[src/flash_pkg.sv]
// shared constants and types for the row flash self-programming controller
// assumes a single 100 MHz clock and an APB register port with 32-bit data
package flash_pkg;

  localparam int unsigned PADDR_W = 12;

  localparam logic [11:0] OFS_CTRL = 12'h000;
  localparam logic [11:0] OFS_ADDR_LOW = 12'h004;
  localparam logic [11:0] OFS_ADDR_UPPER = 12'h008;
  localparam logic [11:0] OFS_KEY = 12'h00C;

  localparam logic [7:0] KEY_FIRST = 8'h55;
  localparam logic [7:0] KEY_SECOND = 8'hAA;

  localparam int unsigned ROW_INSTR = 32;
  localparam int unsigned ROW_BYTES = 96;
  localparam int unsigned PANEL_ROWS = 128;
  localparam int unsigned INSTR_W = 24;
  localparam int unsigned ROW_IDX_W = 5;
  // one instruction spans two address units, so a row spans 64
  localparam int unsigned ROW_ADDR_LSB = 6;

  localparam int unsigned CLK_PERIOD_NS = 10;
  localparam int unsigned OP_TIME_NS = 2000000;
  localparam int unsigned OP_CYCLES = OP_TIME_NS / CLK_PERIOD_NS;
  localparam int unsigned TW_CYCLES = 2;

  localparam logic [3:0] OP_ROW = 4'h1;
  localparam logic [1:0] MEM_PROG_FLASH = 2'h0;
  localparam logic [15:0] CTRL_RESET = 16'h0000;
  localparam logic [23:0] ERASED_WORD = 24'hFFFFFF;

  typedef struct packed {
    logic start;
    logic write_enable_bit;
    logic [6:0] spare;
    logic erase;
    logic [1:0] mem_sel;
    logic [3:0] op;
  } ctrl_s;

  typedef struct packed {
    logic high;
    logic [23:0] ea;
    logic [15:0] data;
  } tw_req_s;

  typedef enum logic [1:0] {KEY_IDLE, KEY_HALF, KEY_ARMED} key_state_e;

endpackage

[src/row_latch_bank.sv]
// one panel's write latches: a row of instructions held in flip-flops
// assumes single-cycle write strobes from the sequencer on the same clock
`timescale 1ns/1ps
`default_nettype none
module row_latch_bank #(
  parameter int unsigned DEPTH = 32,
  parameter int unsigned WORD_W = 24,
  parameter int unsigned IDX_W = 5
) (
  input wire logic mclk,
  input wire logic rst,
  input wire logic wr_low,
  input wire logic wr_high,
  input wire logic [IDX_W-1:0] wr_idx,
  input wire logic [15:0] wr_data,
  input wire logic [IDX_W-1:0] rd_idx,
  output logic [WORD_W-1:0] rd_word
);

  logic [WORD_W-1:0] mem_q [DEPTH];

  genvar i;
  generate
    for (i = 0; i < DEPTH; i++) begin : g_entry
      always_ff @(posedge mclk) begin
        if (rst) begin
          mem_q[i] <= flash_pkg::ERASED_WORD;
        end else if (wr_idx == IDX_W'(i)) begin
          if (wr_low) begin
            mem_q[i][15:0] <= wr_data;
          end
          if (wr_high) begin
            // upper byte of the source word is dropped
            mem_q[i][23:16] <= wr_data[7:0];
          end
        end
      end
    end
  endgenerate

  assign rd_word = mem_q[rd_idx];

endmodule
`default_nettype wire

[src/row_flash_self_programmer.sv]
// row erase / row program sequencer with key unlock and apb registers
// assumes the cpu issues table writes on the same clock and stalls on stall_q
// Overview of operation
// - rows of 32 instructions, 128 rows per panel
// - erase one row, program 32 instructions
// - panel latches hold 32 instructions before programming
// - table write finishes in two cycles
// - low address captures table EA bits 15:0
// - upper address captures table EA bits 23:16
// - software may write both address registers directly
// - key is write-only, 0x55 then 0xAA
// - start bit launches, self-clears at finish
// - operation lasts 2 ms, cpu stalled throughout
// - program sequence starts by key and start bit
// - control selects erase, memory type, start
// - high-byte write uses low data byte only
// - low write bits 15:0, high bits 23:16
`timescale 1ns/1ps
`default_nettype none
module row_flash_self_programmer #(
  parameter int unsigned OP_TICKS = flash_pkg::OP_CYCLES
) (
  input wire logic mclk,
  input wire logic rst,
  input wire logic psel,
  input wire logic penable,
  input wire logic pwrite,
  input wire logic [flash_pkg::PADDR_W-1:0] paddr,
  input wire logic [31:0] pwdata,
  output logic [31:0] prdata,
  output logic pready,
  output logic pslverr,
  input wire logic tw_valid,
  input wire flash_pkg::tw_req_s tw_req,
  output logic tw_ready,
  output logic stall,
  output logic flash_erase,
  output logic flash_prog,
  output logic [23:0] flash_row_addr,
  output logic [flash_pkg::ROW_IDX_W-1:0] flash_word_idx,
  output logic [flash_pkg::INSTR_W-1:0] flash_word
);

  localparam int unsigned CNT_W = $clog2(OP_TICKS + 1);
  localparam logic [CNT_W-1:0] OP_LAST = CNT_W'(OP_TICKS - 1);
  localparam logic [1:0] TW_LAST = 2'(flash_pkg::TW_CYCLES - 1);

  flash_pkg::ctrl_s ctrl_q;
  logic [15:0] addr_low_q;
  logic [7:0] addr_upper_q;
  flash_pkg::key_state_e key_q;
  logic [CNT_W-1:0] op_cnt_q;
  logic [1:0] tw_cnt_q;
  logic pready_q;
  logic pslverr_q;
  logic [31:0] prdata_q;
  logic tw_ready_q;
  logic stall_q;
  logic erase_q;
  logic prog_q;
  logic [23:0] row_addr_q;
  logic [flash_pkg::ROW_IDX_W-1:0] word_idx_q;
  logic [flash_pkg::INSTR_W-1:0] word_q;
  logic stream_q;

  logic apb_setup;
  logic apb_done;
  logic apb_wr;
  logic tw_done;
  logic start_ok;
  logic busy;
  logic [flash_pkg::INSTR_W-1:0] latch_word;
  flash_pkg::ctrl_s wr_ctrl;

  function automatic logic mapped(input logic [flash_pkg::PADDR_W-1:0] a);
    mapped = (a == flash_pkg::OFS_CTRL) || (a == flash_pkg::OFS_ADDR_LOW) ||
             (a == flash_pkg::OFS_ADDR_UPPER) || (a == flash_pkg::OFS_KEY);
  endfunction

  // row base: clear the in-row instruction bits
  function automatic logic [23:0] row_base(input logic [23:0] ea);
    row_base = {ea[23:flash_pkg::ROW_ADDR_LSB], {flash_pkg::ROW_ADDR_LSB{1'b0}}};
  endfunction

  assign busy = ctrl_q.start;
  assign apb_setup = psel && !penable;
  assign apb_done = psel && penable && pready_q;
  assign apb_wr = apb_done && pwrite && !pslverr_q;
  assign tw_done = tw_valid && !tw_ready_q && !busy && (tw_cnt_q == TW_LAST);
  assign wr_ctrl = flash_pkg::ctrl_s'(pwdata[15:0]);
  assign start_ok = apb_wr && (paddr == flash_pkg::OFS_CTRL) && wr_ctrl.start && !busy &&
                    wr_ctrl.write_enable_bit && (key_q == flash_pkg::KEY_ARMED) &&
                    (wr_ctrl.op == flash_pkg::OP_ROW) &&
                    (wr_ctrl.mem_sel == flash_pkg::MEM_PROG_FLASH);

  // apb slave: ready raised after setup gives zero wait states
  always_ff @(posedge mclk) begin
    if (rst) begin
      pready_q <= 1'b0;
      pslverr_q <= 1'b0;
      prdata_q <= 32'h00000000;
    end else if (apb_setup) begin
      pready_q <= 1'b1;
      pslverr_q <= !mapped(paddr);
      prdata_q <= 32'h00000000;
      if (!pwrite) begin
        case (paddr)
          flash_pkg::OFS_CTRL: prdata_q <= {16'h0000, ctrl_q};
          flash_pkg::OFS_ADDR_LOW: prdata_q <= {16'h0000, addr_low_q};
          flash_pkg::OFS_ADDR_UPPER: prdata_q <= {24'h000000, addr_upper_q};
          default: prdata_q <= 32'h00000000; // key reads as zero
        endcase
      end
    end else begin
      pready_q <= 1'b0;
      pslverr_q <= 1'b0;
    end
  end

  // control register and operation timer
  // writes while busy are dropped whole; software polls the start bit
  always_ff @(posedge mclk) begin
    if (rst) begin
      ctrl_q <= flash_pkg::ctrl_s'(flash_pkg::CTRL_RESET);
      op_cnt_q <= '0;
    end else if (busy) begin
      if (op_cnt_q == OP_LAST) begin
        ctrl_q.start <= 1'b0;
        op_cnt_q <= '0;
      end else begin
        op_cnt_q <= op_cnt_q + CNT_W'(1);
      end
    end else if (apb_wr && paddr == flash_pkg::OFS_CTRL) begin
      ctrl_q <= wr_ctrl;
      ctrl_q.start <= start_ok;
    end
  end

  // address capture from table writes or direct software writes
  always_ff @(posedge mclk) begin
    if (rst) begin
      addr_low_q <= 16'h0000;
      addr_upper_q <= 8'h00;
    end else if (tw_done) begin
      addr_low_q <= tw_req.ea[15:0];
      addr_upper_q <= tw_req.ea[23:16];
    end else if (apb_wr && paddr == flash_pkg::OFS_ADDR_LOW) begin
      addr_low_q <= pwdata[15:0];
    end else if (apb_wr && paddr == flash_pkg::OFS_ADDR_UPPER) begin
      addr_upper_q <= pwdata[7:0];
    end
  end

  // unlock keys: any other mapped register write in between disarms
  always_ff @(posedge mclk) begin
    if (rst) begin
      key_q <= flash_pkg::KEY_IDLE;
    end else if (tw_done) begin
      key_q <= flash_pkg::KEY_IDLE;
    end else if (apb_wr) begin
      if (paddr == flash_pkg::OFS_KEY && pwdata[7:0] == flash_pkg::KEY_FIRST) begin
        key_q <= flash_pkg::KEY_HALF;
      end else if (paddr == flash_pkg::OFS_KEY && pwdata[7:0] == flash_pkg::KEY_SECOND &&
                   key_q == flash_pkg::KEY_HALF) begin
        key_q <= flash_pkg::KEY_ARMED;
      end else begin
        key_q <= flash_pkg::KEY_IDLE;
      end
    end
  end

  // table write: latch-only, so a fixed two-cycle completion
  // a request held across an operation start restarts its count
  always_ff @(posedge mclk) begin
    if (rst) begin
      tw_cnt_q <= 2'h0;
      tw_ready_q <= 1'b0;
    end else if (tw_done) begin
      tw_cnt_q <= 2'h0;
      tw_ready_q <= 1'b1;
    end else begin
      tw_ready_q <= 1'b0;
      if (tw_valid && !tw_ready_q && !busy) begin
        tw_cnt_q <= tw_cnt_q + 2'h1;
      end else begin
        tw_cnt_q <= 2'h0;
      end
    end
  end

  // flash array drive; the cpu is held for the whole operation
  always_ff @(posedge mclk) begin
    if (rst) begin
      stall_q <= 1'b0;
      erase_q <= 1'b0;
      prog_q <= 1'b0;
      row_addr_q <= 24'h000000;
    end else if (start_ok) begin
      stall_q <= 1'b1;
      erase_q <= wr_ctrl.erase;
      prog_q <= !wr_ctrl.erase;
      row_addr_q <= row_base({addr_upper_q, addr_low_q});
    end else if (busy && op_cnt_q == OP_LAST) begin
      stall_q <= 1'b0;
      erase_q <= 1'b0;
      prog_q <= 1'b0;
    end
  end

  // program streams the whole latch row out once, word 0 first
  always_ff @(posedge mclk) begin
    if (rst) begin
      stream_q <= 1'b0;
      word_idx_q <= '0;
      word_q <= flash_pkg::ERASED_WORD;
    end else if (start_ok && !wr_ctrl.erase) begin
      stream_q <= 1'b1;
      word_idx_q <= '0;
    end else if (stream_q) begin
      word_q <= latch_word;
      word_idx_q <= word_idx_q + flash_pkg::ROW_IDX_W'(1);
      if (word_idx_q == flash_pkg::ROW_IDX_W'(flash_pkg::ROW_INSTR - 1)) begin
        stream_q <= 1'b0;
      end
    end
  end

  row_latch_bank #(
    .DEPTH(flash_pkg::ROW_INSTR),
    .WORD_W(flash_pkg::INSTR_W),
    .IDX_W(flash_pkg::ROW_IDX_W)
  ) u_latches (
    .mclk(mclk),
    .rst(rst),
    .wr_low(tw_done && !tw_req.high),
    .wr_high(tw_done && tw_req.high),
    .wr_idx(tw_req.ea[flash_pkg::ROW_IDX_W:1]),
    .wr_data(tw_req.data),
    .rd_idx(word_idx_q),
    .rd_word(latch_word)
  );

  assign prdata = prdata_q;
  assign pready = pready_q;
  assign pslverr = pslverr_q;
  assign tw_ready = tw_ready_q;
  assign stall = stall_q;
  assign flash_erase = erase_q;
  assign flash_prog = prog_q;
  assign flash_row_addr = row_addr_q;
  assign flash_word_idx = word_idx_q;
  assign flash_word = word_q;
endmodule
`default_nettype wire

[config.mk]
export PLATFORM = sky130hd
export DESIGN_NAME = row_flash_self_programmer
export DESIGN_NICKNAME = d
export VERILOG_FILES = /design/src/flash_pkg.sv /design/src/row_latch_bank.sv /design/src/row_flash_self_programmer.sv
export SDC_FILE = /design/constraint.sdc
export NUM_CORES = 1
export LEC_CHECK = 0
export BUFFER_PORTS_ARGS = -buffer_cell sky130_fd_sc_hd__buf_2
export CAP_MARGIN = 20
export CORE_MARGIN = 2
export CORE_UTILIZATION = 25
export CTS_CLUSTER_SIZE = 25
export DETAILED_ROUTE_END_ITERATION = 7
export GPL_TIMING_DRIVEN = 0
export PLACE_DENSITY_LB_ADDON = 0.1
export SETUP_SLACK_MARGIN = 0.2
export SYNTH_ARGS = -nofsm -noshare
export SYNTH_HDL_FRONTEND = slang
export SYNTH_SLANG_ARGS = --single-unit
[constraint.sdc]
create_clock -name mclk -period 4.4 [get_ports mclk]
set_input_delay 1.1 -clock mclk [delete_from_list [all_inputs] [get_ports mclk]]
set_output_delay 1.1 -clock mclk [all_outputs]
set_load 0.1 [all_outputs]
Word-level counts from Yosys, hierarchy flattened
Memory sizes are Yosys's and may differ from the RTL's. A register that Yosys moved wholly into a read port is not among the register bits.
Index checks and enable logic that the tools add are counted.
{"block": "totals", "register_bits": 124, "wordCells": 465, "n_memories": 1, "output_inout_bits": 91, "ramBits": 768}
{"memory": "u_latches.mem_q", "depth": 32, "word_bits": 24, "rd": 1, "rd_clocked_by_memory_dff": 1, "write_ports": 32, "line": "row_latch_bank.sv:20", "text": "logic [WORD_W-1:0] mem_q [DEPTH];"}
{"block": "op_classes", "eq_ne": 43, "muxes": 282, "bitwise": 68, "n_addsub": 3, "n_reduce_logical": 47}
{"cell": "$mux W16", "n": 36}
{"cell": "$mux W8", "n": 35}
{"cell": "$mux W1", "n": 207}
{"cell": "$eq A5 B5 Y1 const B", "n": 17}
{"cell": "$or A1 B1 Y1", "n": 64}
{"cell": "$pmux W16 S3", "n": 1}
{"cell": "$eq A5 B4 Y1 const B", "n": 8}
{"cell": "$eq A12 B4 Y1 const B", "n": 2}
{"cell": "$logic_and A1 B1 Y1", "n": 24}
{"cell": "$eq A5 B3 Y1 const B", "n": 4}
{"cell": "$add A18 B1 Y18 const B", "n": 1}
{"cell": "$eq A18 B18 Y1 const B", "n": 1}
{"cell": "$mux W18", "n": 1}
{"cell": "$eq A12 B3 Y1 const B", "n": 1}
{"cell": "$logic_not A12 Y1", "n": 1}
{"cell": "$eq A5 B2 Y1 const B", "n": 2}
{"cell": "$eq A8 B7 Y1 const B", "n": 1}
{"cell": "$eq A8 B8 Y1 const B", "n": 1}
{"cell": "$logic_not A1 Y1", "n": 7}
{"cell": "$reduce_and A2 Y1", "n": 3}
{"cell": "$reduce_bool A2 Y1", "n": 3}
{"cell": "$reduce_or A2 Y1", "n": 3}
{"cell": "$add A5 B1 Y5 const B", "n": 1}
{"cell": "$eq A5 B1 Y1 const B", "n": 1}
{"cell": "11 further kinds", "n": 18}

Depth between registers and ports, before layout
Gate-level depths: netlist of the first run.
{"block": "logic_depth", "ltp_word": 14, "depth_mapped": 9, "mapped_depth_nobuf": 6}

Hierarchy
From an unflattened synthesis of the first run, not the netlist that was laid out.
{"block": "unflattened", "cells_unflattened": 3371, "area_unflattened_um2": 41598.6}
{"module": "row_latch_bank", "seq_area_each_um2": 23062.1, "n_inst": 1, "cells_each": 2727, "area_each_um2": 35925.7}
{"module": "row_flash_self_programmer", "seq_area_each_um2": 2642.5, "n_inst": 1, "cells_each": 644, "area_each_um2": 5672.9}

Worst setup path after synthesis of the first run
OpenSTA, ideal clock, no wires.
{"block": "synth_timing", "kind": "in2reg", "startpoint": "in tw_valid", "endpoint": "mem u_latches.mem_q[16][0], enable pin", "path_slack_ps": 1056, "stages": 5, "required_time_ps": 3989, "arrival_ps": 2933, "setup_time_ps": 411, "cell_sequence": "and3_1 > clkbuf_1 > nand2_1 > clkbuf_1 > o21ai_0"}
{"element": "start, declared", "line": "row_flash_self_programmer.sv:33", "text": "input wire logic tw_valid,"}
{"element": "end, declared", "line": "row_latch_bank.sv:20"}

==> flow_summary.json, run 1 <==
{
  "hold_violations": 0,
  "fin_setup_tns_ns": 0,
  "n_fill_cell": 16469,
  "fin_total_pwr_mw": 19.2,
  "rr_startpoint": "flash_word_idx[1]",
  "io_pins": 182,
  "path_class": "reg -> reg",
  "worstPathArrival_ns": 4.87,
  "multiInputGateArea_sq_mm": 0.0136,
  "status": "complete, no violations",
  "vias": 28616,
  "area_delta_synth_final_pct": 20.3,
  "dr.pass1.iters": 5,
  "grt_max_degree": 14,
  "dieArea_sq_mm": 0.166,
  "numPortBuffers": 134,
  "rr_endpoint": "flash_word[23]",
  "p_clk_frac": 0.465,
  "ys_seq_elements": 900,
  "syn_avg_cell_area_sq_um": 13.9,
  "nets": 3390,
  "power_frac_seq": 0.482,
  "grt_usage": 0.222,
  "p_comb_frac": 0.053,
  "drt_wl_total_microns": 188000,
  "initialDrtViolationCount": 2978,
  "power_leakage_nw": 12.1,
  "gp_congestion": 0.859,
  "start_util": 0.251,
  "p_switching_mw": 4.66,
  "gr-total-overflow": 0,
  "setup_viol": 0,
  "grt_antenna_before_repair": 24,
  "synth_edf_count": 768,
  "fp.dieH_microns": 408,
  "synth_ff_type": "edfxtp_1",
  "final_max_slew_viol_count": 0,
  "async_flop_share": 0,
  "startpoint_type": "flop",
  "min_path_type": "reg -> reg",
  "path_max_fanout": 10,
  "num_rows": 148,
  "cts_tree": "built",
  "die_x_microns": 408,
  "clk_pin_slew_ns": 0.06,
  "fmax_ghz": 0.236,
  "clk_latency_ns": 0.75,
  "startpoint": "flash_word_idx[1]",
  "synth_area_sq_mm": 0.0407,
  "rsz0062_at_grt": "no",
  "drive_above_1_share": 0.205,
  "drc": 0,
  "cp.required_ns": 5.03,
  "relSlewSlack": 0.158,
  "cts.path.max_buffers": 3,
  "cts_hold_buf": 0,
  "grt_pass1_wl_microns": 255000,
  "worst_setup_path_end_kind": "flop",
  "drt-vias-per-instance": 5.14,
  "crit_path_end": "flash_word[23]",
  "yosysSeqAreaShare": 0.631,
  "cts_sinks": 900,
  "finalClockSkew_ns": 0.0244,
  "post-route-min-period_ns": 4.24,
  "worst_ir_drop_vdd_v": 0.000298,
  "p_per_area_mw_per_mm2": 391,
  "grt_pass1_vias": 28734,
  "core_region_area_sq_mm": 0.162,
  "dp_hpwl_microns": 141000,
  "avgRoutedWirePerCell_microns": 33.8,
  "ff2ff_setup_slack_ns": 0.16,
  "htree_num_levels": 3,
  "cts_buffers": 107,
  "detail-route-antenna-nets": 0,
  "drv_cap": 0,
  "final.period_utilization": 0.964,
  "ctsRootBufferMaster": "clkbuf_16",
  "p_sw_frac": 0.243,
  "ys_warn_count": 0,
  "worstMarginPinSlew_ns": 1.23,
  "regArea_sq_mm": 0.0257,
  "netlist_instances": 2935,
  "rr_worst_depth": 8,
  "intPower_mw": 14.5,
  "yosys.cell_types.count": 62
}
-- cell usage in the layout (no fill, tap or decap), types with 27 or more instances in the layout --
cell type and instances:
clkbuf_16 112, nand2_1 132, edfxtp_1 768, mux2i_1 73, o22ai_1 43, clkbuf_1 320, o21ai_1 32, buf_8 54
mux4_2 191, or3_1 769, nor4_1 27, buf_2 169, dfxtp_1 132, o21ai_2 32, buf_4 45, nor2_1 95
-- synth_stat cells, types with 5 or more instances --
cell type | number | area share
inv_1 | 8 | 0.00074
clkbuf_1 | 300 | 0.028
nand3_1 | 17 | 0.0021
a221o_1 | 21 | 0.0052
a22oi_1 | 8 | 0.0015
and3_1 | 6 | 0.00092
a211oi_1 | 26 | 0.0048
o21ai_0 | 76 | 0.0093
nor2_1 | 95 | 0.0088
buf_4 | 25 | 0.0046
buf_6 | 6 | 0.0017
nor4_1 | 28 | 0.0043
a21oi_1 | 24 | 0.0029
edfxtp_1 | 768 | 0.57
nor2b_1 | 10 | 0.0015
dfxtp_1 | 132 | 0.065
nor3_1 | 5 | 0.00061
buf_1 | 24 | 0.0022
o22ai_1 | 45 | 0.0069
o211ai_1 | 5 | 0.00092
nand2_1 | 132 | 0.012
buf_2 | 26 | 0.0032
xnor2_1 | 12 | 0.0026
mux2i_1 | 81 | 0.020
a2bb2oi_1 | 8 | 0.0017
or3_1 | 769 | 0.12
nand4_1 | 10 | 0.0015
mux4_2 | 191 | 0.11
a32oi_1 | 23 | 0.0049
xor2_1 | 7 | 0.0015
-- what timing repair did --
item / 4_1_cts / 5_1_grt
pin swaps: 0 / 0
endpoints found under the setup margin: 7 / 6
buffers inserted: 0 / 0
gates cloned: 0 / 0
gates resized for setup: 7 / 6
-- final cells by class --
cell class | count | area share
antenna | 8 | 0.000408
buffer | 382 | 0.0332
clock buffer | 141 | 0.0602
clock inverter | 55 | 0.00896
inverter | 11 | 0.000842
multi-input combinational | 1663 | 0.278
sequential | 900 | 0.524
tap | 2175 | 0.0555
timing repair buffer | 230 | 0.0386
-- layer usage --
metal,vias up,GRT usage,wire length [microns]
li1,12154,-,-
met1,15121,0.303,81400
met2,1131,0.367,89800
met3,204,0.0268,11100
met4,6,0.0708,5880
met5,-,0,37
-- sequential cells by signal (all words and copies together), names as in the netlist, 5 cells and up --
name             count
addr_low_q          16
addr_upper_q         8
ctrl_q              15
flash_row_addr      18
flash_word          24
flash_word_idx       5
op_cnt_q            18
prdata              16
u_latches.mem_q    768
-- through the flow --
stage          cells  hold slack [ns]  utilization  cell area (sq um)  setup slack (ns)
4_1_cts         5556            0.425        0.302              49000            0.0823
5_1_grt         5557            0.445        0.302              49000             0.233
3_3_place_gp    5265            0.410        0.272              44200             -1.88
3_5_place_dp    5360            0.417        0.281              45500            0.0281
2_1_floorplan   2956            0.398            -              40800              1.06
6_report        5565            0.418        0.302              49000             0.159
-- logic make-up (layout without fill, tap and decap cells) --
group,after synthesis,count (layout),synth area share
compound gates,242,242,0.0393
xor+xnor,19,19,0.00409
fa+ha+maj,4,4,0.00123
buf+inv,393,819,0.0407
flops,900,900,0.631
mux,274,274,0.126
other cells,1,30,0.0000921
simple gates,1102,1102,0.157
-- worst min path at each step --
| stage | startpoint | end | slack, ns | cells past startpoint |
|---|---|---|---|---|
| 2_1_floorplan | tw_cnt_q[0] | tw_cnt_q[0] | 0.40 | 1 |
| 3_3_place_gp | tw_cnt_q[0] | tw_cnt_q[0] | 0.41 | 1 |
| 3_5_place_dp | tw_cnt_q[0] | tw_cnt_q[0] | 0.42 | 1 |
| 4_1_cts | tw_cnt_q[0] | tw_cnt_q[0] | 0.42 | 1 |
| 5_1_grt | tw_cnt_q[0] | tw_cnt_q[0] | 0.45 | 1 |
| 6_report | tw_cnt_q[0] | tw_cnt_q[0] | 0.42 | 1 |
-- power groups by stage --
stage	Clock (mW)	Combinational, mW	Sequential [mW]
floorplan	0	0.396	9.45
global placement	0	0.913	9.46
detailed placement	0	1.02	9.43
CTS	9.05	1.02	9.25
global route	9.34	1.05	9.25
finish	8.91	1.02	9.25
-- worst max-delay path, cell delays in order (launching register included) --
cell	delay, ns
dfxtp_1	0.61
buf_2	0.31
buf_2	0.42
buf_2	0.63
nand2_1	0.51
clkbuf_1	0.48
o22ai_1	0.66
nor4_1	0.14
a221o_1	0.35
No activity file was read; power rests on OpenSTA's default activity.
==> run 2, diff against run 1 <==
- GPL_TIMING_DRIVEN: 0 -> default
==> flow_summary.json, run 2 (synthesis results as in run 1) <==
{
  "status": "complete, no violations",
  "worst_setup_path_end_kind": "primary output",
  "finalClockSkew_ns": 0.0326,
  "htree_num_levels": 3,
  "worst_ir_drop_vdd_v": 0.000304,
  "fp.dieH_microns": 408,
  "rsz0062_at_grt": "no",
  "gp_congestion": 0.779,
  "final.period_utilization": 0.786,
  "grt_antenna_before_repair": 12,
  "startpoint_type": "flop",
  "dr.pass1.iters": 5,
  "core_region_area_sq_mm": 0.162,
  "gr-total-overflow": 0,
  "power_leakage_nw": 11.8,
  "cts_setup_buffers": 0,
  "final_max_slew_viol_count": 0,
  "drt_wl_total_microns": 142000,
  "cts_sinks": 900,
  "grt_max_degree": 185,
  "max_stage_delay_ns": 0.72,
  "die_x_microns": 408,
  "ctsRootBufferMaster": "clkbuf_16",
  "dp_hpwl_microns": 86500,
  "path_cells": "buf_4 -> buf_2",
  "post-route-min-period_ns": 3.46,
  "vias": 26018,
  "grt_pass1_vias": 26800,
  "cts_tree": "built",
  "num_rows": 148,
  "relSlewSlack": 0.234,
  "worstPathArrival_ns": 2.36,
  "clk_latency_ns": 0.72,
  "largest_register_ffs": 768,
  "setup_viol": 0,
  "fmax_ghz": 0.289,
  "final_cells": 5280,
  "cts.path.max_buffers": 3,
  "grt_pass1_wl_microns": 202000,
  "drc": 0,
  "post-place-ws_ns": 0.826,
  "nets": 3106,
  "fin_setup_tns_ns": 0,
  "initialDrtViolationCount": 2177,
  "cp.required_ns": 3.30,
  "p_per_area_mw_per_mm2": 389,
  "cts.repair.resized": 0,
  "io_pins": 182,
  "path_class": "reg -> out",
  "worstMarginPinSlew_ns": 1.15,
  "grt_usage": 0.168,
  "cts_buffers": 106,
  "drv_cap": 0,
  "slowest_stage": "dfxtp_4",
  "drt-vias-per-instance": 4.93,
  "numPortBuffers": 143,
  "min_path_type": "reg -> reg",
  "dieArea_sq_mm": 0.166,
  "clk_pin_slew_ns": 0.06,
  "dp.cells": 5078,
  "mostFrequentLayoutCell": "or3_1",
  "fin_util": 0.294,
  "area_delta_synth_final_pct": 17.2,
  "drive_above_1_share": 0.238,
  "hold_violations": 0,
  "largest_register": "u_latches.mem_q",
  "avgRoutedWirePerCell_microns": 26.9,
  "finalWorstSetupSlack_ns": 0.944,
  "detail-route-antenna-nets": 0,
  "start_util": 0.251,
  "path_max_fanout": 19,
  "most-common-layout-cells": "or3_1, edfxtp_1, mux4_2",
  "cts_hold_buf": 0
}
[run 2: cell type report]
| class | instances | area (sq um) |
|---|---|---|
| antenna | 4 | 10.0 |
| clock buffer | 143 | 2840 |
| clock inverter | 55 | 468 |
| fill | 16358 | 114000 |
| inverter | 11 | 42.5 |
| multi-input combinational | 1663 | 13700 |
| sequential | 900 | 25700 |
| tap | 2175 | 2720 |
| timing repair buffer | 329 | 2290 |
[run 2: final timing paths]
kind	start	cells past startpoint	slack, ns	endpoint
setup reg to reg	flash_word_idx[0]	5	1.34	flash_word[14]
hold / removal	tw_cnt_q[0]	1	0.42	tw_cnt_q[0]
setup / recovery	flash_word_idx[0]	2	0.94	flash_word_idx[0]
hold reg to reg	tw_cnt_q[0]	1	0.42	tw_cnt_q[0]
[run 2: layer usage]
metal,vias up,part of all wire,GRT usage
met1,13561,0.43,0.219
met4,8,0.017,0.0395
li1,11543,-,-
met5,-,0.0011,0.00517
met3,136,0.068,0.0405
met2,770,0.48,0.280
[run 2: through the flow]
stage | power [mW] | hold WS [ns] | instance area [sq um]
detailed placement | 10.2 | 0.420 | 44400
finish | 18.6 | 0.423 | 47700
global route | 19.2 | 0.451 | 47700
floorplan | 9.84 | 0.398 | 40800
CTS | 18.8 | 0.428 | 47700
global placement | 10.2 | 0.408 | 44400
[run 2: critical path: cells and delay by family, from the launching register on]
family   cells  cell delay (ns)
buf+inv      2             0.92
flops        1             0.72
[run 2: power breakdown]
group	internal (mW)	total [mW]	leakage, nW	switching, mW
Combinational	0.142	0.801	3.81	0.659
Sequential	9.24	9.25	6.34	0.0128
Clock	4.88	8.54	1.61	3.67
==> run 3, diff against run 2 <==
- clock period: 4.4 -> 3.18 ns (I/O delays scaled with it)
==> flow_summary.json, run 3 (synthesis results as in run 1) <==
{
  "power_frac_seq": 0.492,
  "power_leakage_nw": 12.3,
  "p_switching_mw": 5.96,
  "vias": 26048,
  "finalClockSkew_ns": 0.0321,
  "cts_hold_buf": 0,
  "startpoint_type": "flop",
  "detail-route-antenna-nets": 0,
  "dp_hpwl_microns": 86900,
  "numPortBuffers": 143,
  "cts.path.max_buffers": 3,
  "area_delta_synth_final_pct": 19.5,
  "final_cells": 5332,
  "dr.pass1.iters": 5,
  "p_comb_frac": 0.044,
  "most-common-layout-cells": "or3_1, edfxtp_1, buf_4",
  "gr-total-overflow": 0,
  "largest_register": "u_latches.mem_q",
  "worstPathArrival_ns": 3.59,
  "final_max_slew_viol_count": 0,
  "dieArea_sq_mm": 0.166,
  "initialDrtViolationCount": 2228,
  "rsz0062_at_grt": "no",
  "p_per_area_mw_per_mm2": 535,
  "post-route-min-period_ns": 2.94,
  "ctsRootBufferMaster": "clkbuf_16",
  "gp_congestion": 0.778,
  "dp.cells": 5131,
  "avgRoutedWirePerCell_microns": 26.1,
  "p_clk_frac": 0.464,
  "nets": 3161,
  "worst_ir_drop_vdd_v": 0.000508,
  "core_region_area_sq_mm": 0.162,
  "setup_viol": 0,
  "mostFrequentLayoutCell": "or3_1",
  "num_rows": 148,
  "drive_above_1_share": 0.256,
  "cp.required_ns": 3.83,
  "max_stage_delay_ns": 1.00,
  "relSlewSlack": 0.181,
  "path_cells": "buf_12 -> inv_2 -> nand2_1 -> o22ai_1 -> nor4_1 -> a221o_1",
  "status": "complete, no violations",
  "min_path_type": "in -> reg",
  "htree_num_levels": 3,
  "hold_violations": 0,
  "io_pins": 182,
  "final.period_utilization": 0.925,
  "p_sw_frac": 0.229,
  "fp.dieH_microns": 408,
  "cts_tree": "built",
  "largest_register_ffs": 768,
  "die_x_microns": 408,
  "clk_latency_ns": 0.72,
  "drt_wl_total_microns": 139000,
  "clk_pin_slew_ns": 0.06,
  "drc": 0,
  "cts_buffers": 107,
  "intPower_mw": 20.1,
  "drv_cap": 0,
  "grt_antenna_before_repair": 13,
  "fmax_ghz": 0.340,
  "grt_usage": 0.166,
  "path_max_fanout": 38,
  "slowest_stage": "nor4_1",
  "path_class": "reg -> reg",
  "drt-vias-per-instance": 4.89,
  "grt_pass1_vias": 27086,
  "worstMarginPinSlew_ns": 1.22,
  "cts_sinks": 900,
  "fin_util": 0.300,
  "worst_setup_path_end_kind": "flop",
  "start_util": 0.251,
  "grt_pass1_wl_microns": 201000,
  "grt_max_degree": 257
}
run 3: cell count changes in the layout (fill, tap and decap cells not counted), sizes merged:
cell	change
buf	+53
bufinv	-1
clkbuf	+8
clkinv	-1
clkinvlp	-3
diode	-1
inv	-3
run 3: cell type report:
| type | instances | area, sq um |
|---|---|---|
| fill | 16349 | 114000 |
| sequential | 900 | 25700 |
| multi-input combinational | 1663 | 13700 |
| timing repair buffer | 383 | 3080 |
| clock buffer | 150 | 3040 |
| tap | 2175 | 2720 |
| clock inverter | 47 | 392 |
| inverter | 11 | 42.5 |
| antenna | 3 | 7.51 |
run 3: per-stage QoR:
stage / TNS (ns) / setup slack, ns / cell area [sq um] / total power [mW] / hold WS, ns
detailed placement: 0 / 0.127 / 45200 / 14.2 / 0.423
global placement: 0 / 0.124 / 45200 / 14.2 / 0.412
CTS: 0 / 0.211 / 48600 / 26.4 / 0.285
floorplan: -5.27 / -0.0173 / 40800 / 13.6 / 0.398
global route: 0 / 0.204 / 48700 / 26.9 / 0.337
finish: 0 / 0.238 / 48700 / 26.0 / 0.349
run 3: metal layers:
layer / track usage / vias up / wire length, microns
li1: - / 11628 / -
met1: 0.222 / 13629 / 61600
met2: 0.275 / 648 / 66800
met3: 0.0339 / 139 / 8470
met4: 0.0397 / 4 / 2450
met5: 0 / - / 27
run 3: worst max-delay path, delay by kind of cell, from the launching register on:
| kind | cells | cell delay, ns |
|---|---|---|
| DFF | 1 | 0.44 |
| AOI/OAI and AO/OA | 2 | 0.41 |
| and+or+nand+nor | 2 | 1.43 |
| buffers and inverters | 2 | 0.58 |
run 3: worst paths after layout:
| kind | startpoint | end | slack [ns] | cells after the start |
|---|---|---|---|---|
| setup / recovery | flash_word_idx[0] | flash_word[20] | 0.24 | 6 |
| hold / removal | pwdata[9] | ctrl_q[9] | 0.35 | 3 |
| hold reg to reg | tw_cnt_q[0] | tw_cnt_q[0] | 0.43 | 1 |
| setup reg to reg | flash_word_idx[0] | flash_word[20] | 0.24 | 6 |
run 3: what timing repair did:
| action | CTS | global route |
|---|---|---|
| pin swaps | 0 | 0 |
| resized for setup | 8 | 1 |
| setup endpoints to repair | 5 | 1 |
| setup buffers | 0 | 0 |
| endpoints found under the hold margin | 0 | 0 |
run 3: power groups by stage:
stage	combinational (mW)	clock (mW)	sequential [mW]
2_1_floorplan	0.549	0	13.1
3_3_place_gp	1.16	0	13.0
3_5_place_dp	1.17	0	13.0
4_1_cts	1.17	12.4	12.8
5_1_grt	1.22	12.9	12.8
6_report	1.14	12.1	12.8
